--- src/tcop_cfg.svh ---
// constants for the timer compare and single-pulse block
// assumes inclusion by bare name from the main module and the prescaler
`ifndef TCOP_CFG_SVH
`define TCOP_CFG_SVH
// register byte addresses on the register bus
`define TCOP_ADDR_CTRL_A   8'h00
`define TCOP_ADDR_CTRL_B   8'h04
`define TCOP_ADDR_STATUS   8'h08
`define TCOP_ADDR_CMP1_HI  8'h0c
`define TCOP_ADDR_CMP1_LO  8'h10
`define TCOP_ADDR_CMP2_HI  8'h14
`define TCOP_ADDR_CMP2_LO  8'h18
`define TCOP_ADDR_CAP1_HI  8'h1c
`define TCOP_ADDR_CAP1_LO  8'h20
`define TCOP_ADDR_CAP2_HI  8'h24
`define TCOP_ADDR_CAP2_LO  8'h28
`define TCOP_ADDR_COUNT    8'h2c
`define TCOP_ADDR_CPUFLAGS 8'h30
// control register a fields
`define TCOP_A_CAP_IE      7
`define TCOP_A_CMP_IE      6
`define TCOP_A_LVL2        1
`define TCOP_A_LVL1        0
`define TCOP_A_EDGE1       2
`define TCOP_A_EDGE2       3
`define TCOP_A_FORCE1      4
`define TCOP_A_FORCE2      5
// control register b fields
`define TCOP_B_PIN1_EN     0
`define TCOP_B_PIN2_EN     1
`define TCOP_B_PWM         2
`define TCOP_B_SPULSE      3
`define TCOP_B_CKSEL_LO    4
`define TCOP_B_CKSEL_HI    5
// status register fields
`define TCOP_S_CAP1        0
`define TCOP_S_CAP2        1
`define TCOP_S_CMP1        2
`define TCOP_S_CMP2        3
// reset and reload values, external clock select and bus response codes
`define TCOP_CMP_RESET     16'h8000
`define TCOP_CNT_RELOAD    16'hfffc
`define TCOP_CAP_TRIGGER   16'hfffd
`define TCOP_CKSEL_EXT     2'b11
`define TCOP_BUS_OKAY      2'b00
`define TCOP_BUS_SLVERR    2'b10
`endif

--- src/tcop_pkg.sv ---
// types shared by the timer compare and single-pulse block
// assumes tcop_cfg.svh holds the numeric constants
package tcop_pkg;
  // operating mode of compare channel one
  typedef enum logic [2:0] {
    TCOP_MODE_COMPARE = 3'b001,
    TCOP_MODE_SPULSE  = 3'b010,
    TCOP_MODE_PWM     = 3'b100
  } tcop_mode_type;
endpackage : tcop_pkg

--- src/tcop_prescale.sv ---
// timer count-enable generator: cpu clock divided, or external pin edges
// assumes the external clock pin is synchronous to aclk
`timescale 1ns/1ps
`include "tcop_cfg.svh"
module tcop_prescale #(
  parameter int DIV_W = 3
) (
  // clock and reset
  input  wire logic       aclk,
  input  wire logic       aresetn,
  input  wire logic       clk_en,
  // selection
  input  wire logic [1:0] clock_select_field,
  input  wire logic       ext_clk,
  // count enable out
  output logic            tick
);
  if (DIV_W < 3) begin : g_bad_div
    $error("tcop_prescale: DIV_W must be at least 3");
  end

  logic [DIV_W-1:0] div_q;
  logic             ext_q;
  wire              ext_rise;
  wire              div_tick;

  // divider taps: 2, 4 or 8 cpu cycles per count
  assign div_tick = (clock_select_field == 2'b00) ? div_q[0] :
                    (clock_select_field == 2'b01) ? (&div_q[1:0]) :
                    (&div_q[2:0]);
  assign ext_rise = ext_clk & ~ext_q;
  assign tick = (clock_select_field == `TCOP_CKSEL_EXT) ? ext_rise
                                                        : div_tick;

  // free divider and external edge history
  always_ff @(posedge aclk) begin
    if (!aresetn) begin
      div_q <= '0;
      ext_q <= 1'b0;
    end else if (clk_en) begin
      div_q <= div_q + 1'b1;
      ext_q <= ext_clk;
    end
  end
endmodule : tcop_prescale

--- src/tcop_timer.sv ---
// timer compare, forced level and single-pulse section with bus slave
// assumes an axi4-lite master on aclk and pins synchronous to aclk
//
// Decided for this implementation: the register addresses and the AXI4-Lite register port.
`timescale 1ns/1ps
`include "tcop_cfg.svh"
module tcop_timer #(
  parameter int ADDR_W = 8
) (
  // clock, reset, enable
  input  wire logic              aclk,
  input  wire logic              aresetn,
  input  wire logic              clk_en,
  // axi4-lite write address
  input  wire logic              s_axi_awvalid,
  output logic                   s_axi_awready,
  input  wire logic [ADDR_W-1:0] s_axi_awaddr,
  // axi4-lite write data
  input  wire logic              s_axi_wvalid,
  output logic                   s_axi_wready,
  input  wire logic [31:0]       s_axi_wdata,
  input  wire logic [3:0]        s_axi_wstrb,
  // axi4-lite write response
  output logic                   s_axi_bvalid,
  input  wire logic              s_axi_bready,
  output logic [1:0]             s_axi_bresp,
  // axi4-lite read address
  input  wire logic              s_axi_arvalid,
  output logic                   s_axi_arready,
  input  wire logic [ADDR_W-1:0] s_axi_araddr,
  // axi4-lite read data
  output logic                   s_axi_rvalid,
  input  wire logic              s_axi_rready,
  output logic [31:0]            s_axi_rdata,
  output logic [1:0]             s_axi_rresp,
  // pins
  input  wire logic              ext_clk,
  input  wire logic              trigger_capture_pin_one,
  input  wire logic              capture_pin_two,
  output logic                   compare_out_pin_one,
  output logic                   compare_out_pin_two,
  output logic                   compare_out_pin_one_oe_n,
  output logic                   compare_out_pin_two_oe_n,
  // shared interrupt request
  output logic                   timer_irq
);
  if (ADDR_W < 7) begin : g_bad_addr
    $error("tcop_timer: ADDR_W must be at least 7");
  end

  // decode an address to its register slot
  function automatic logic is_addr(input logic [ADDR_W-1:0] a,
                                   input logic [7:0] r);
    is_addr = (a[ADDR_W-1:0] == ADDR_W'(r));
  endfunction : is_addr

  // state
  logic [15:0] cnt_q;
  logic [15:0] cmp1_q, cmp2_q, cap1_q, cap2_q;
  logic [7:0]  ctrl_a_q, ctrl_b_q;
  logic        gmask_q;
  logic        inh1_q, inh2_q;
  logic [3:0]  flag_q;
  logic [3:0]  armed_q;
  logic        pin1_q, pin2_q;
  logic        cap1_in_q, cap2_in_q;
  logic        aw_hold_q, w_hold_q;
  logic [ADDR_W-1:0] awaddr_q;
  logic [31:0] wdata_q;
  logic [3:0]  wstrb_q;
  logic        bvalid_q, rvalid_q;
  logic [31:0] rdata_q;
  logic [1:0]  bresp_q, rresp_q;

  // count clock enable
  wire tick;
  tcop_prescale #(.DIV_W(3)) u_prescale (
    .aclk               (aclk),
    .aresetn            (aresetn),
    .clk_en             (clk_en),
    .clock_select_field (ctrl_b_q[`TCOP_B_CKSEL_HI:`TCOP_B_CKSEL_LO]),
    .ext_clk            (ext_clk),
    .tick               (tick)
  );

  // mode selection: pwm wins when both selects are set
  tcop_pkg::tcop_mode_type mode;
  assign mode = ctrl_b_q[`TCOP_B_PWM]    ? tcop_pkg::TCOP_MODE_PWM :
                ctrl_b_q[`TCOP_B_SPULSE] ? tcop_pkg::TCOP_MODE_SPULSE
                                         : tcop_pkg::TCOP_MODE_COMPARE;
  wire spulse  = (mode == tcop_pkg::TCOP_MODE_SPULSE);
  wire normal  = (mode == tcop_pkg::TCOP_MODE_COMPARE);

  // edge detection on capture pins, polarity from control a
  wire edge1 = ctrl_a_q[`TCOP_A_EDGE1]
               ? (trigger_capture_pin_one & ~cap1_in_q)
               : (~trigger_capture_pin_one & cap1_in_q);
  wire edge2 = ctrl_a_q[`TCOP_A_EDGE2]
               ? (capture_pin_two & ~cap2_in_q)
               : (~capture_pin_two & cap2_in_q);
  wire trig  = spulse & edge1;
  wire cap1_ev = normal & edge1;
  wire cap2_ev = ~mode[2] & edge2;

  // matches pulse only on a tick while the count equals the value, taken once per count
  wire match1 = tick & ~inh1_q & (cnt_q == cmp1_q);
  wire match2 = tick & ~inh2_q & (cnt_q == cmp2_q);

  // bus handshake decode
  wire aw_ok  = aw_hold_q | s_axi_awvalid;
  wire w_ok   = w_hold_q | s_axi_wvalid;
  wire do_wr  = aw_ok & w_ok & ~bvalid_q;
  wire do_rd  = s_axi_arvalid & ~rvalid_q;
  wire [ADDR_W-1:0] wa = aw_hold_q ? awaddr_q : s_axi_awaddr;
  wire [31:0] wd = w_hold_q ? wdata_q : s_axi_wdata;
  wire [3:0]  ws = w_hold_q ? wstrb_q : s_axi_wstrb;
  wire        wlo = ws[0];
  wire [7:0]  ra = 8'(s_axi_araddr);
  assign s_axi_awready = ~aw_hold_q & ~bvalid_q;
  assign s_axi_wready  = ~w_hold_q & ~bvalid_q;
  assign s_axi_arready = ~rvalid_q;
  assign s_axi_bvalid  = bvalid_q;
  assign s_axi_bresp   = bresp_q;
  assign s_axi_rvalid  = rvalid_q;
  assign s_axi_rdata   = rdata_q;
  assign s_axi_rresp   = rresp_q;

  // register write strobes; all but the capture low writes need the low byte lane
  wire wr_a    = do_wr & wlo & is_addr(wa, `TCOP_ADDR_CTRL_A);
  wire wr_b    = do_wr & wlo & is_addr(wa, `TCOP_ADDR_CTRL_B);
  wire wr_c1h  = do_wr & wlo & is_addr(wa, `TCOP_ADDR_CMP1_HI);
  wire wr_c1l  = do_wr & wlo & is_addr(wa, `TCOP_ADDR_CMP1_LO);
  wire wr_c2h  = do_wr & wlo & is_addr(wa, `TCOP_ADDR_CMP2_HI);
  wire wr_c2l  = do_wr & wlo & is_addr(wa, `TCOP_ADDR_CMP2_LO);
  wire wr_cpu  = do_wr & wlo & is_addr(wa, `TCOP_ADDR_CPUFLAGS);
  wire wr_cap1l = do_wr & is_addr(wa, `TCOP_ADDR_CAP1_LO);
  wire wr_cap2l = do_wr & is_addr(wa, `TCOP_ADDR_CAP2_LO);
  wire wr_any  = is_addr(wa, `TCOP_ADDR_CTRL_A) |
                 is_addr(wa, `TCOP_ADDR_CTRL_B) |
                 is_addr(wa, `TCOP_ADDR_CMP1_HI) |
                 is_addr(wa, `TCOP_ADDR_CMP1_LO) |
                 is_addr(wa, `TCOP_ADDR_CMP2_HI) |
                 is_addr(wa, `TCOP_ADDR_CMP2_LO) |
                 is_addr(wa, `TCOP_ADDR_CAP1_LO) |
                 is_addr(wa, `TCOP_ADDR_CAP2_LO) |
                 is_addr(wa, `TCOP_ADDR_CPUFLAGS);
  wire rd_stat = do_rd & (ra == `TCOP_ADDR_STATUS);

  // low byte accesses that complete a flag clear, per status bit
  wire [3:0] lo_acc;
  assign lo_acc[`TCOP_S_CAP1] = wr_cap1l |
                                (do_rd & (ra == `TCOP_ADDR_CAP1_LO));
  assign lo_acc[`TCOP_S_CAP2] = wr_cap2l |
                                (do_rd & (ra == `TCOP_ADDR_CAP2_LO));
  assign lo_acc[`TCOP_S_CMP1] = wr_c1l |
                                (do_rd & (ra == `TCOP_ADDR_CMP1_LO));
  assign lo_acc[`TCOP_S_CMP2] = wr_c2l |
                                (do_rd & (ra == `TCOP_ADDR_CMP2_LO));

  // hardware flag sets
  wire [3:0] flag_set;
  assign flag_set[`TCOP_S_CAP1] = cap1_ev | trig;
  assign flag_set[`TCOP_S_CAP2] = cap2_ev;
  assign flag_set[`TCOP_S_CMP1] = normal & match1;
  assign flag_set[`TCOP_S_CMP2] = ~mode[2] & match2;
  // set wins over a clear in the same cycle
  wire [3:0] flag_d = flag_set | (flag_q & ~(armed_q & lo_acc));
  wire [3:0] armed_d = (armed_q | (rd_stat ? flag_q : 4'h0)) & ~lo_acc;

  // read data mux
  logic [31:0] rd_mux;
  logic        rd_hit;
  always_comb begin
    rd_mux = 32'h0000_0000;
    rd_hit = 1'b1;
    unique case (ra)
      `TCOP_ADDR_CTRL_A:   rd_mux = {24'h00_0000, ctrl_a_q};
      `TCOP_ADDR_CTRL_B:   rd_mux = {24'h00_0000, ctrl_b_q};
      `TCOP_ADDR_STATUS:   rd_mux = {28'h000_0000, flag_q};
      `TCOP_ADDR_CMP1_HI:  rd_mux = {24'h00_0000, cmp1_q[15:8]};
      `TCOP_ADDR_CMP1_LO:  rd_mux = {24'h00_0000, cmp1_q[7:0]};
      `TCOP_ADDR_CMP2_HI:  rd_mux = {24'h00_0000, cmp2_q[15:8]};
      `TCOP_ADDR_CMP2_LO:  rd_mux = {24'h00_0000, cmp2_q[7:0]};
      `TCOP_ADDR_CAP1_HI:  rd_mux = {24'h00_0000, cap1_q[15:8]};
      `TCOP_ADDR_CAP1_LO:  rd_mux = {24'h00_0000, cap1_q[7:0]};
      `TCOP_ADDR_CAP2_HI:  rd_mux = {24'h00_0000, cap2_q[15:8]};
      `TCOP_ADDR_CAP2_LO:  rd_mux = {24'h00_0000, cap2_q[7:0]};
      `TCOP_ADDR_COUNT:    rd_mux = {16'h0000, cnt_q};
      `TCOP_ADDR_CPUFLAGS: rd_mux = {31'h0000_0000, gmask_q};
      default:             rd_hit = 1'b0;
    endcase
  end

  // bus channel state; one write and one read in flight at most
  always_ff @(posedge aclk) begin
    if (!aresetn) begin
      aw_hold_q <= 1'b0;
      w_hold_q  <= 1'b0;
      awaddr_q  <= '0;
      wdata_q   <= 32'h0000_0000;
      wstrb_q   <= 4'h0;
      bvalid_q  <= 1'b0;
      bresp_q   <= `TCOP_BUS_OKAY;
      rvalid_q  <= 1'b0;
      rdata_q   <= 32'h0000_0000;
      rresp_q   <= `TCOP_BUS_OKAY;
    end else if (clk_en) begin
      if (s_axi_awvalid & s_axi_awready & ~do_wr) begin
        aw_hold_q <= 1'b1;
        awaddr_q  <= s_axi_awaddr;
      end
      if (s_axi_wvalid & s_axi_wready & ~do_wr) begin
        w_hold_q <= 1'b1;
        wdata_q  <= s_axi_wdata;
        wstrb_q  <= s_axi_wstrb;
      end
      if (do_wr) begin
        aw_hold_q <= 1'b0;
        w_hold_q  <= 1'b0;
        bvalid_q  <= 1'b1;
        bresp_q   <= wr_any ? `TCOP_BUS_OKAY : `TCOP_BUS_SLVERR;
      end else if (s_axi_bready) begin
        bvalid_q <= 1'b0;
      end
      if (do_rd) begin
        rvalid_q <= 1'b1;
        rdata_q  <= rd_mux;
        rresp_q  <= rd_hit ? `TCOP_BUS_OKAY : `TCOP_BUS_SLVERR;
      end else if (s_axi_rready) begin
        rvalid_q <= 1'b0;
      end
    end
  end

  // control registers and compare values; hardware never writes compares
  always_ff @(posedge aclk) begin
    if (!aresetn) begin
      ctrl_a_q <= 8'h00;
      ctrl_b_q <= 8'h00;
      gmask_q  <= 1'b1;
      cmp1_q   <= `TCOP_CMP_RESET;
      cmp2_q   <= `TCOP_CMP_RESET;
      inh1_q   <= 1'b0;
      inh2_q   <= 1'b0;
    end else if (clk_en) begin
      if (wr_a)   ctrl_a_q <= wd[7:0];
      if (wr_b)   ctrl_b_q <= wd[7:0];
      if (wr_cpu) gmask_q <= wd[0];
      if (wr_c1h) cmp1_q[15:8] <= wd[7:0];
      if (wr_c1l) cmp1_q[7:0] <= wd[7:0];
      if (wr_c2h) cmp2_q[15:8] <= wd[7:0];
      if (wr_c2l) cmp2_q[7:0] <= wd[7:0];
      if (wr_c1h) inh1_q <= 1'b1;
      else if (wr_c1l) inh1_q <= 1'b0;
      if (wr_c2h) inh2_q <= 1'b1;
      else if (wr_c2l) inh2_q <= 1'b0;
    end
  end

  // counter and captures; trigger restart takes priority over counting
  always_ff @(posedge aclk) begin
    if (!aresetn) begin
      cnt_q     <= `TCOP_CNT_RELOAD;
      cap1_q    <= 16'h0000;
      cap2_q    <= 16'h0000;
      cap1_in_q <= 1'b0;
      cap2_in_q <= 1'b0;
    end else if (clk_en) begin
      cap1_in_q <= trigger_capture_pin_one;
      cap2_in_q <= capture_pin_two;
      if (trig) cnt_q <= `TCOP_CNT_RELOAD;
      else if (tick) cnt_q <= cnt_q + 16'h0001;
      if (trig) cap1_q <= `TCOP_CAP_TRIGGER;
      else if (cap1_ev) cap1_q <= cnt_q;
      if (cap2_ev) cap2_q <= cnt_q;
    end
  end

  // status flags with two-step clear
  always_ff @(posedge aclk) begin
    if (!aresetn) begin
      flag_q  <= 4'h0;
      armed_q <= 4'h0;
    end else if (clk_en) begin
      flag_q  <= flag_d;
      armed_q <= armed_d;
    end
  end

  // pin latches; force applies only in plain compare mode
  wire f1 = normal & wr_a & wd[`TCOP_A_FORCE1];
  wire f2 = normal & wr_a & wd[`TCOP_A_FORCE2];
  always_ff @(posedge aclk) begin
    if (!aresetn) begin
      pin1_q <= 1'b0;
      pin2_q <= 1'b0;
    end else if (clk_en) begin
      if (trig) pin1_q <= ctrl_a_q[`TCOP_A_LVL2];
      else if (spulse & match1) pin1_q <= ctrl_a_q[`TCOP_A_LVL1];
      else if (f1) pin1_q <= wd[`TCOP_A_LVL1];
      else if (normal & match1 & ctrl_b_q[`TCOP_B_PIN1_EN])
        pin1_q <= ctrl_a_q[`TCOP_A_LVL1];
      if (f2) pin2_q <= wd[`TCOP_A_LVL2];
      else if (normal & match2 & ctrl_b_q[`TCOP_B_PIN2_EN])
        pin2_q <= ctrl_a_q[`TCOP_A_LVL2];
    end
  end

  // pins drive only when enabled; otherwise left as general i/o
  assign compare_out_pin_one = pin1_q;
  assign compare_out_pin_two = pin2_q;
  assign compare_out_pin_one_oe_n = ~ctrl_b_q[`TCOP_B_PIN1_EN];
  assign compare_out_pin_two_oe_n = ~ctrl_b_q[`TCOP_B_PIN2_EN];

  // shared request stays up while any enabled flag is set and the cpu mask bit is clear
  wire cap_req = ctrl_a_q[`TCOP_A_CAP_IE] &
                 (flag_q[`TCOP_S_CAP1] | flag_q[`TCOP_S_CAP2]);
  wire cmp_req = ctrl_a_q[`TCOP_A_CMP_IE] &
                 (flag_q[`TCOP_S_CMP1] | flag_q[`TCOP_S_CMP2]);
  assign timer_irq = ~gmask_q & (cap_req | cmp_req);
endmodule : tcop_timer

--- config.mk ---
export PLATFORM = sky130hd
export DESIGN_NAME = tcop_timer
export DESIGN_NICKNAME = d
export VERILOG_FILES = /design/src/tcop_pkg.sv /design/src/tcop_prescale.sv /design/src/tcop_timer.sv
export VERILOG_INCLUDE_DIRS = /design/src /design/src/src
export SDC_FILE = /design/constraint.sdc
export NUM_CORES = 1
export LEC_CHECK = 0
export BUFFER_PORTS_ARGS = -buffer_cell sky130_fd_sc_hd__clkbuf_2
export CAP_MARGIN = 5
export CORE_MARGIN = 10
export CORE_UTILIZATION = 62
export CTS_BUF_LIST = sky130_fd_sc_hd__clkbuf_16
export CTS_CLUSTER_DIAMETER = 50
export DETAILED_ROUTE_END_ITERATION = 7
export GPL_TIMING_DRIVEN = 0
export PLACE_DENSITY = 0.93
export SLEW_MARGIN = 20
export SYNTH_ARGS = -nofsm -noshare
export SYNTH_HDL_FRONTEND = slang
export SYNTH_SLANG_ARGS = --single-unit
--- constraint.sdc ---
create_clock -name aclk -period 6.4 [get_ports aclk]
set_input_delay 0.64 -clock aclk [delete_from_list [all_inputs] [get_ports aclk]]
set_output_delay 0.64 -clock aclk [all_outputs]
set_load 0.02 [all_outputs]
==> flow_metrics.tcl, run 1 <==
set metrics [dict create \
    status "completed" \
    ioPinCount 109 \
    hold_start "s_axi_rdata[4]" \
    first_pass_drt_iterations 5 \
    clock_sink_count 154 \
    grt_use_total 0.2989 \
    synth-edff-count 0 \
    startpoint_type "flip-flop" \
    period_needed_ns 2.462 \
    netlist.top_cell.by_area "sky130_fd_sc_hd__dfxtp_1" \
    antennaDiodeCount 0 \
    tritoncts_clock_tree "yes" \
    max_slew_headroom 0.4049 \
    root_buffer "sky130_fd_sc_hd__clkbuf_16" \
    drt-wirelength-per-cell_um 22.99 \
    grt_antenna_before_repair 0 \
    worst-endpoint-arrival_ns 1.82 \
    worst_pin_slew_ns 0.8894 \
    clock_latency_ns 0.43 \
    synthFlopType "sky130_fd_sc_hd__dfxtp_1" \
    postCtsResizedCells 0 \
    timing_max_transition_violations_final 0 \
    grt_setup_unrepaired "false" \
    detailroute.via_count 7634 \
    final_util 0.7167 \
    nets 1054 \
    critPathCaptureType "primary output" \
    cts-buffers-inserted 17 \
    drive_above_1_share 0.1814 \
    grt_pass1_vias 7375 \
    power_density_nw_per_um2 244.1 \
    synth.top_cells.by_area "sky130_fd_sc_hd__dfxtp_1, sky130_fd_sc_hd__mux2i_1, sky130_fd_sc_hd__nor2_1" \
    global_route_wire_length_before_repair_um 41540 \
    die-width_um 132.4 \
    total_leakage_power_nw 3.420 \
    syn-cell-area_um2 7838 \
    timing_hold_violations_final 0 \
    yosys.cell_count.top_type "sky130_fd_sc_hd__nor2_1" \
    floorplan.die_area_um2 17540 \
    core-area_um2 12520 \
    syn_avg_cell_area_um2 8.786 \
    timing.final.crit_share 0.3847 \
    crit_fanout 10 \
    max_freq_ghz 0.4062 \
    r2r_start "w_hold_q" \
    worst_hold_path_type "flip-flop to flip-flop" \
    die-height_um 132.4 \
    synth_top_cells_by_count "sky130_fd_sc_hd__nor2_1, sky130_fd_sc_hd__dfxtp_1, sky130_fd_sc_hd__mux2i_1" \
    vias_per_cell 6.525 \
    area.growth.synth_to_final_pct 14.46 \
    vdd_drop_max_v 0.0002305 \
    post-cts-setup-buffers 0 \
    ctsLongestPathBuffers 2 \
    drt_drc_violations_left 0 \
    htree_num_levels 4 \
    critical_path_class "flip-flop to primary output" \
    worst_ep_required_time_ns 5.76 \
    quantity_of_i_o_buffers_inserted_on_ports 60 \
    grt_max_degree 17 \
    half_perimeter_wire_length_after_detailed_placement_um 19300 \
    synth_cell_types 78 \
    syn_inst 892 \
    placementRows 41 \
    critical_path_startpoint "w_hold_q" \
    timing.clock.skew_ns 0.01069 \
    cap_violations 0 \
    start_util 0.6261 \
    synth_largest_type_area_fraction 0.3934 \
    detail-route-antenna-nets 0 \
    clk_pin_slew_ns 0.06 \
    synthesis.yosys.warnings 0 \
    totalNegativeSetupSlack_ns 0 \
    routabilityCongestion 0.9885 \
    setup-violations-final 0 \
    routed_wl_um 26890 \
    ys_seq_elements 154 \
    async_set_or_reset_register_ratio_after_synthesis 0 \
    grt_overflow 0 \
    share_of_synthesized_area_occupied_by_flip_flops_and_latches 0.3934 \
    hold_buffers 0 \
    detail_route.iter0.violations 1115 \
]
routing by layer:
metal / global-route usage / wire length (um) / vias to the layer above / share of wire
met1: 0.3577 / 10060 / 3535 / 0.37
met2: 0.4586 / 11810 / 639 / 0.44
met5: 0 / 0 / - / 0
li1: - / - / 3321 / -
met3: 0.09690 / 3484 / 139 / 0.13
met4: 0.1803 / 1534 / 0 / 0.057
final timing paths:
| path | endpoint | slack [ns] | cells after the start |
|---|---|---|---|
| worst max-delay path | s_axi_wready | 3.94 | 4 |
| worst min-delay path | s_axi_rdata[4] | 0.45 | 2 |
| worst min register to register | s_axi_rdata[4] | 0.45 | 2 |
| worst max register to register | cmp2_q[6] | 4.01 | 6 |
state kept, by name, indices dropped and copies added (netlist names), 3 cells and up:
name	cells
cap1_q	16
cap2_q	16
cmp1_q	16
cmp2_q	16
cnt_q	16
s_axi_rdata	16
awaddr_q	8
ctrl_a_q	8
ctrl_b_q	8
wdata_q	8
armed_q	4
flag_q	4
u_prescale.div_q	3
power by group:
group / switching (mW) / internal (mW)
clock: 0.407 / 0.565
combinational: 0.150 / 0.0773
sequential: 0.0137 / 0.976
kinds of logic after synthesis:
family / Yosys count / share of synthesized area
compound gates: 172 / 0.1501
xor+xnor: 41 / 0.04582
fa+ha+maj: 3 / 0.004790
buf+inv: 95 / 0.06194
flops: 154 / 0.3934
mux: 98 / 0.1406
other cells: 1 / 0.0004785
simple gates: 328 / 0.2029
cells in the final DEF (no fill, tap or decap), types with 6 or more instances in the layout:
cell                          n
sky130_fd_sc_hd__nor2_1     169
sky130_fd_sc_hd__dfxtp_1    154
sky130_fd_sc_hd__mux2i_1     69
sky130_fd_sc_hd__clkbuf_2    60
sky130_fd_sc_hd__nand2_1     46
sky130_fd_sc_hd__a21oi_1     43
sky130_fd_sc_hd__clkbuf_1    40
sky130_fd_sc_hd__a211oi_1    38
sky130_fd_sc_hd__o21ai_0     24
sky130_fd_sc_hd__xnor2_1     24
sky130_fd_sc_hd__nand3_1     22
sky130_fd_sc_hd__buf_4       22
sky130_fd_sc_hd__a22oi_1     20
sky130_fd_sc_hd__mux2_2      19
sky130_fd_sc_hd__buf_2       19
sky130_fd_sc_hd__conb_1      18
sky130_fd_sc_hd__xor2_1      17
sky130_fd_sc_hd__clkbuf_16   17
sky130_fd_sc_hd__nor3_1      14
sky130_fd_sc_hd__nand4_1     13
sky130_fd_sc_hd__and3_1      10
sky130_fd_sc_hd__nor2b_1     10
sky130_fd_sc_hd__inv_1        8
sky130_fd_sc_hd__mux4_2       6
critical path, stage by stage (launching register included):
cell                       delay [ns]
sky130_fd_sc_hd__dfxtp_1         0.35
sky130_fd_sc_hd__buf_4           0.23
sky130_fd_sc_hd__buf_1           0.55
sky130_fd_sc_hd__nor2_1          0.08
sky130_fd_sc_hd__clkbuf_2        0.18
cell type report:
| cell class | count | area, um^2 |
|---|---|---|
| Multi-Input combinational cell | 660 | 4333 |
| Fill cell | 952 | 3546 |
| Sequential cell | 154 | 3083 |
| Buffer | 87 | 455.4 |
| Clock buffer | 17 | 425.4 |
| Timing Repair Buffer | 60 | 300.3 |
| Tap cell | 172 | 215.2 |
| Clock inverter | 12 | 128.9 |
| Inverter | 8 | 30.03 |
metrics by stage:
stage	worst slack, ns	std cells	area, um^2	power [mW]	hold slack [ns]
after global placement	3.615	1141	8417	1.221	0.4347
after global routing	3.873	1170	8971	2.238	0.4675
final	3.938	1170	8971	2.190	0.4519
after CTS	3.952	1170	8971	2.171	0.4573
after floorplan	4.299	909	7901	1.156	0.4320
after detailed placement	3.674	1141	8417	1.226	0.4446
Note: power is estimated with default switching activity, not from simulation.
==> run 2: changes to the inputs <==
Settings changed: CORE_UTILIZATION 62 to 58, PLACE_DENSITY 0.93 to 0.88.
Clock period 6.4 ns to 2.3 ns, I/O delays scaled along.
==> run 2 against run 1 <==
  * Total power increased to 2.7 times the previous value
  * Sequential share of layout area decreased by 0.091 points
  * Largest cell class unchanged
  * Critical path depth increased by 3
  * Critical endpoint is now compare_out_pin_two
  * Global-route usage decreased by 2.6 points
  * Critical path type is now flip-flop to flip-flop
  * Clock power increased to 2.6 times the previous value
==> flow_metrics.tcl, run 2 (synthesized netlist as in run 1, its figures left out) <==
set metrics [dict create \
    status "completed" \
    crit_path_top_delay_cell "sky130_fd_sc_hd__or4_1" \
    quantity_of_i_o_buffers_inserted_on_ports 60 \
    clock_sink_count 154 \
    detail_route.iter0.violations 1030 \
    timing_hold_violations_final 0 \
    area.growth.synth_to_final_pct 14.81 \
    grt_pass1_vias 7069 \
    post-route-cell-area_um2 8999 \
    detail-route-antenna-nets 0 \
    drt_drc_violations_left 0 \
    half_perimeter_wire_length_after_detailed_placement_um 18470 \
    drive_above_1_share 0.1884 \
    rr_endpoint "compare_out_pin_two" \
    cts-buffers-inserted 17 \
    setup_ws_ns 0.08214 \
    detailroute.via_count 7435 \
    vias_per_cell 6.333 \
    total_power_mw 5.904 \
    root_buffer "sky130_fd_sc_hd__clkbuf_16" \
    min_path_cells 3 \
    setup.reg_to_reg.worst_slack_ns 0.08 \
    worst_pin_slew_ns 0.9031 \
    global_route_wire_length_before_repair_um 39300 \
    worst-endpoint-arrival_ns 2.58 \
    ctsLongestPathBuffers 2 \
    cap_violations 0 \
    dpl-instance-area_um2 8422 \
    start_util 0.5918 \
    finish.cell_count_without_fillers 1174 \
    startpoint_type "flip-flop" \
    timing.final.crit_share 0.9643 \
    max_freq_ghz 0.4509 \
    first_pass_drt_iterations 7 \
    commonest_cells_after_routing_fill_and_taps_aside "sky130_fd_sc_hd__nor2_1, sky130_fd_sc_hd__dfxtp_1, sky130_fd_sc_hd__mux2i_1" \
    grt_max_degree 17 \
    peak_per_stage_delay_on_the_critical_path_ns 0.50 \
    grt_overflow 0 \
    max_slew_headroom 0.3933 \
    worst_hold_path_type "primary input to flip-flop" \
    period_needed_ns 2.218 \
    floorplan.die_area_um2 18560 \
    htree_num_levels 4 \
    drt-wirelength-per-cell_um 21.84 \
    hold_buffers 0 \
    layout.cells.most_common "sky130_fd_sc_hd__nor2_1" \
    clk_pin_slew_ns 0.06 \
    vdd_drop_max_v 0.0004901 \
    grt_setup_unrepaired "false" \
    power_density_nw_per_um2 656.2 \
    nets 1052 \
    setup-violations-final 0 \
    worst_ep_required_time_ns 2.66 \
    routabilityCongestion 1.059 \
    placementRows 42 \
    routed_wl_um 25640 \
    timing.clock.skew_ns 0.009593 \
    antennaDiodeCount 0 \
    preCtsSetupSlack_ns -0.07069 \
    die-height_um 136.2 \
    die-width_um 136.2 \
    ioPinCount 109 \
    hold_start "s_axi_wstrb[0]" \
    worst_hold_path.endpoint "wstrb_q[0]" \
    timing.critical_path.cells "clkbuf_1 > xor2_1 > nor4_1 > nand2_1 > or4_1 > o21ai_0 > mux2i_1" \
    timing_max_transition_violations_final 0 \
    r2r.worst_path.cells 7 \
    total_leakage_power_nw 3.472 \
    r2r_start "cnt_q[10]" \
    tritoncts_clock_tree "yes" \
    grt_antenna_before_repair 0 \
    clock_latency_ns 0.43 \
    critPathCaptureType "flip-flop" \
    crit_fanout 7 \
    core-area_um2 13240 \
    critical_path_class "flip-flop to flip-flop" \
    numPlacedInstances 1145 \
    grt_use_total 0.2733 \
]
==> run 2: changes by cell type in the layout (fill, tap and decap cells not counted), sizes merged <==
cell	delta
clkinvlp	-1
bufinv	-1
inv	+7
clkbuf	-2
clkinv	-3
==> run 2: area by class of cell <==
type | instances | area [um^2]
multi-input cells | 660 | 4379
fillers | 1081 | 4244
flip-flops and latches | 154 | 3084
plain buffers | 83 | 447.9
clock buffers | 17 | 425.4
repair buffers | 62 | 315.3
well taps | 176 | 220.2
clock inverters | 14 | 96.34
inverters | 8 | 30.03
==> run 2: worst max path at each step <==
stage,slack [ns],startpoint,to
global route,0.005,u_prescale.div_q[0],cnt_q[12]
global placement,-0.06,s_axi_araddr[2],flag_q[3]
CTS,0.03,w_hold_q,cmp1_q[6]
detailed placement,-0.07,cnt_q[0],compare_out_pin_two
finish,0.08,cnt_q[10],compare_out_pin_two
floorplan,0.30,u_prescale.div_q[0],cnt_q[10]
==> run 2: critical path: cells and delay by family (launching register included) <==
kind	cells	cell delay (ns)
buffers and inverters	1	0.42
multiplexers	1	0.20
AO/OA/AOI/OAI	1	0.12
flip-flops	1	0.31
XOR/XNOR	1	0.19
AND/OR/NAND/NOR	3	0.90
==> run 2: layer usage <==
metal  vias to the layer above  part of all wire  GRT usage
met4                         0             0.051     0.1296
li1                       3329                 -          -
met1                      3454              0.39     0.3532
met5                         -                 0          0
met3                       129              0.13    0.08044
met2                       523              0.43     0.4096
==> run 2: per-stage QoR <==
stage	hold slack, ns	setup TNS [ns]	util
finish	0.05599	0	0.6795
global route	0.08158	0	0.6795
CTS	0.05426	0	0.6755
detailed placement	0.4425	-0.1407	0.6360
global placement	0.4340	-0.05562	0.6360
floorplan	0.3683	0	-
==> run 2: power breakdown <==
group          leakage (nW)  total (mW)  switching (mW)  internal [mW]
logic                  1.95       0.630           0.409          0.221
clock network         0.271        2.52            1.08           1.45
registers              1.25        2.75          0.0365           2.72
==> run 2: repair_timing <==
item | in CTS | in global routing
pin swaps | 0 | 1
endpoints found under the setup margin | 1 | 24
setup buffers | 0 | 2
resized for setup | 1 | 17
==> run 3: changes to the inputs <==
Settings changed: PLACE_DENSITY 0.88 to 0.8.
==> run 3 against run 2 <==
  * Combinational power hardly changed
  * Non-clock buffer count up 4
  * Critical path depth did not move
==> flow_metrics.tcl, run 3 (synthesized netlist as in run 1, its figures left out) <==
set metrics [dict create \
    worst_hold_path_type "primary input to flip-flop" \
    setup-violations-final 0 \
    detail-route-antenna-nets 0 \
    vias_per_cell 6.351 \
    power_density_nw_per_um2 697.2 \
    ioPinCount 109 \
    nets 1056 \
    min_path_cells 3 \
    total_leakage_power_nw 3.500 \
    die-height_um 136.2 \
    max_slew_headroom 0.3778 \
    crit_fanout 9 \
    global_route_wire_length_before_repair_um 39200 \
    layout.cells.most_common "sky130_fd_sc_hd__nor2_1" \
    timing.clock.skew_ns 0.01010 \
    setup.reg_to_reg.worst_slack_ns 0.04 \
    antennaDiodeCount 0 \
    critical_path_class "flip-flop to flip-flop" \
    htree_num_levels 4 \
    max_freq_ghz 0.4418 \
    tritoncts_clock_tree "yes" \
    detail_route.iter0.violations 957 \
    area.growth.synth_to_final_pct 15.98 \
    worst-endpoint-arrival_ns 2.63 \
    r2r.worst_path.cells 7 \
    half_perimeter_wire_length_after_detailed_placement_um 18680 \
    die-width_um 136.2 \
    floorplan.die_area_um2 18560 \
    status "completed" \
    root_buffer "sky130_fd_sc_hd__clkbuf_16" \
    drt-wirelength-per-cell_um 22.07 \
    grt_pass1_vias 6832 \
    first_pass_drt_iterations 6 \
    period_needed_ns 2.264 \
    commonest_cells_after_routing_fill_and_taps_aside "sky130_fd_sc_hd__nor2_1, sky130_fd_sc_hd__dfxtp_1, sky130_fd_sc_hd__mux2i_1" \
    worst_ep_required_time_ns 2.67 \
    timing.final.crit_share 0.9842 \
    core-area_um2 13240 \
    routabilityCongestion 1.045 \
    timing_max_transition_violations_final 0 \
    ctsLongestPathBuffers 2 \
    grt_max_degree 17 \
    placementRows 42 \
    drive_above_1_share 0.1918 \
    final_util 0.6864 \
    start_util 0.5918 \
    worst_hold_path.endpoint "wstrb_q[0]" \
    routed_wl_um 25980 \
    n_fill_cell 1101 \
    cts-buffers-inserted 17 \
    grt_overflow 0 \
    r2r_start "cnt_q[7]" \
    grt_antenna_before_repair 0 \
    worst_pin_slew_ns 0.9262 \
    hold_start "s_axi_wstrb[0]" \
    vdd_drop_max_v 0.0005720 \
    grt_setup_unrepaired "true" \
    clock_latency_ns 0.44 \
    timing_hold_violations_final 0 \
    critPathCaptureType "flip-flop" \
    rr_endpoint "compare_out_pin_two" \
    totalNegativeSetupSlack_ns 0 \
    clock_sink_count 154 \
    drt_drc_violations_left 0 \
    quantity_of_i_o_buffers_inserted_on_ports 60 \
    grt_use_total 0.2750 \
    detailroute.via_count 7475 \
    clk_pin_slew_ns 0.06 \
    cap_violations 0 \
    startpoint_type "flip-flop" \
]
[run 3: worst max-delay path, stage by stage (launching register included)]
cell and delay, ns:
sky130_fd_sc_hd__dfxtp_1 0.31, sky130_fd_sc_hd__clkbuf_1 0.46, sky130_fd_sc_hd__xor2_1 0.15, sky130_fd_sc_hd__nor4_1 0.32, sky130_fd_sc_hd__nand2_1 0.11, sky130_fd_sc_hd__or4_1 0.51, sky130_fd_sc_hd__o21ai_0 0.13, sky130_fd_sc_hd__mux2i_1 0.21
[run 3: layer usage]
layer  GRT usage  routed length, um
met5           0                  0
met4      0.1189               1049
met3     0.09557               3177
met2      0.4017              11230
met1      0.3596              10520
[run 3: cell type report]
| cell class | instances | area [um^2] | share of cell area |
|---|---|---|---|
| multi-input combinational | 660 | 4368 | 0.4805 |
| sequential | 154 | 3085 | 0.3394 |
| buffer | 85 | 454.2 | 0.04997 |
| clock buffer | 17 | 425.4 | 0.04680 |
| timing repair buffer | 64 | 330.3 | 0.03634 |
| tap | 176 | 220.2 | 0.02423 |
| clock inverter | 13 | 176.4 | 0.01941 |
| inverter | 8 | 30.03 | 0.003304 |
[run 3: what timing repair did]
| action | in CTS | in global routing |
|---|---|---|
| buffers inserted | 0 | 4 |
| endpoints found under the hold margin | 0 | 0 |
| endpoints found under the setup margin | 0 | 24 |
| resized for setup | 0 | 14 |
| hold buffers | 0 | 0 |
[run 3: worst max-delay path by stage]
stage	from	end	slack (ns)	cells past startpoint
final	cnt_q[7]	compare_out_pin_two	0.04	7
after global routing	aw_hold_q	cmp2_q[2]	-0.000003	8
after CTS	w_hold_q	cmp1_q[6]	0.02	6
after detailed placement	s_axi_araddr[3]	s_axi_rdata[2]	-0.04	7
after global placement	s_axi_araddr[2]	flag_q[3]	-0.02	7
after floorplan	u_prescale.div_q[0]	cnt_q[10]	0.30	8
[run 3: stage by stage]
step | power [mW] | setup WS [ns] | area [um^2] | hold WS [ns] | std cells
floorplan | 3.217 | 0.2996 | 7901 | 0.3683 | 909
global placement | 3.399 | -0.02090 | 8422 | 0.4369 | 1145
detailed placement | 3.408 | -0.03699 | 8422 | 0.4450 | 1145
CTS | 6.289 | 0.01984 | 9024 | 0.04831 | 1175
global route | 6.491 | -0.000002887 | 9090 | 0.05325 | 1177
finish | 6.337 | 0.03628 | 9090 | 0.04660 | 1177
[run 3: where the power goes]
group / internal, mW / switching, mW / leakage, nW
Clock: 1.79 / 1.16 / 0.284
Sequential: 2.72 / 0.0363 / 1.25
Combinational: 0.222 / 0.410 / 1.97
Total: 4.73 / 1.61 / 3.50
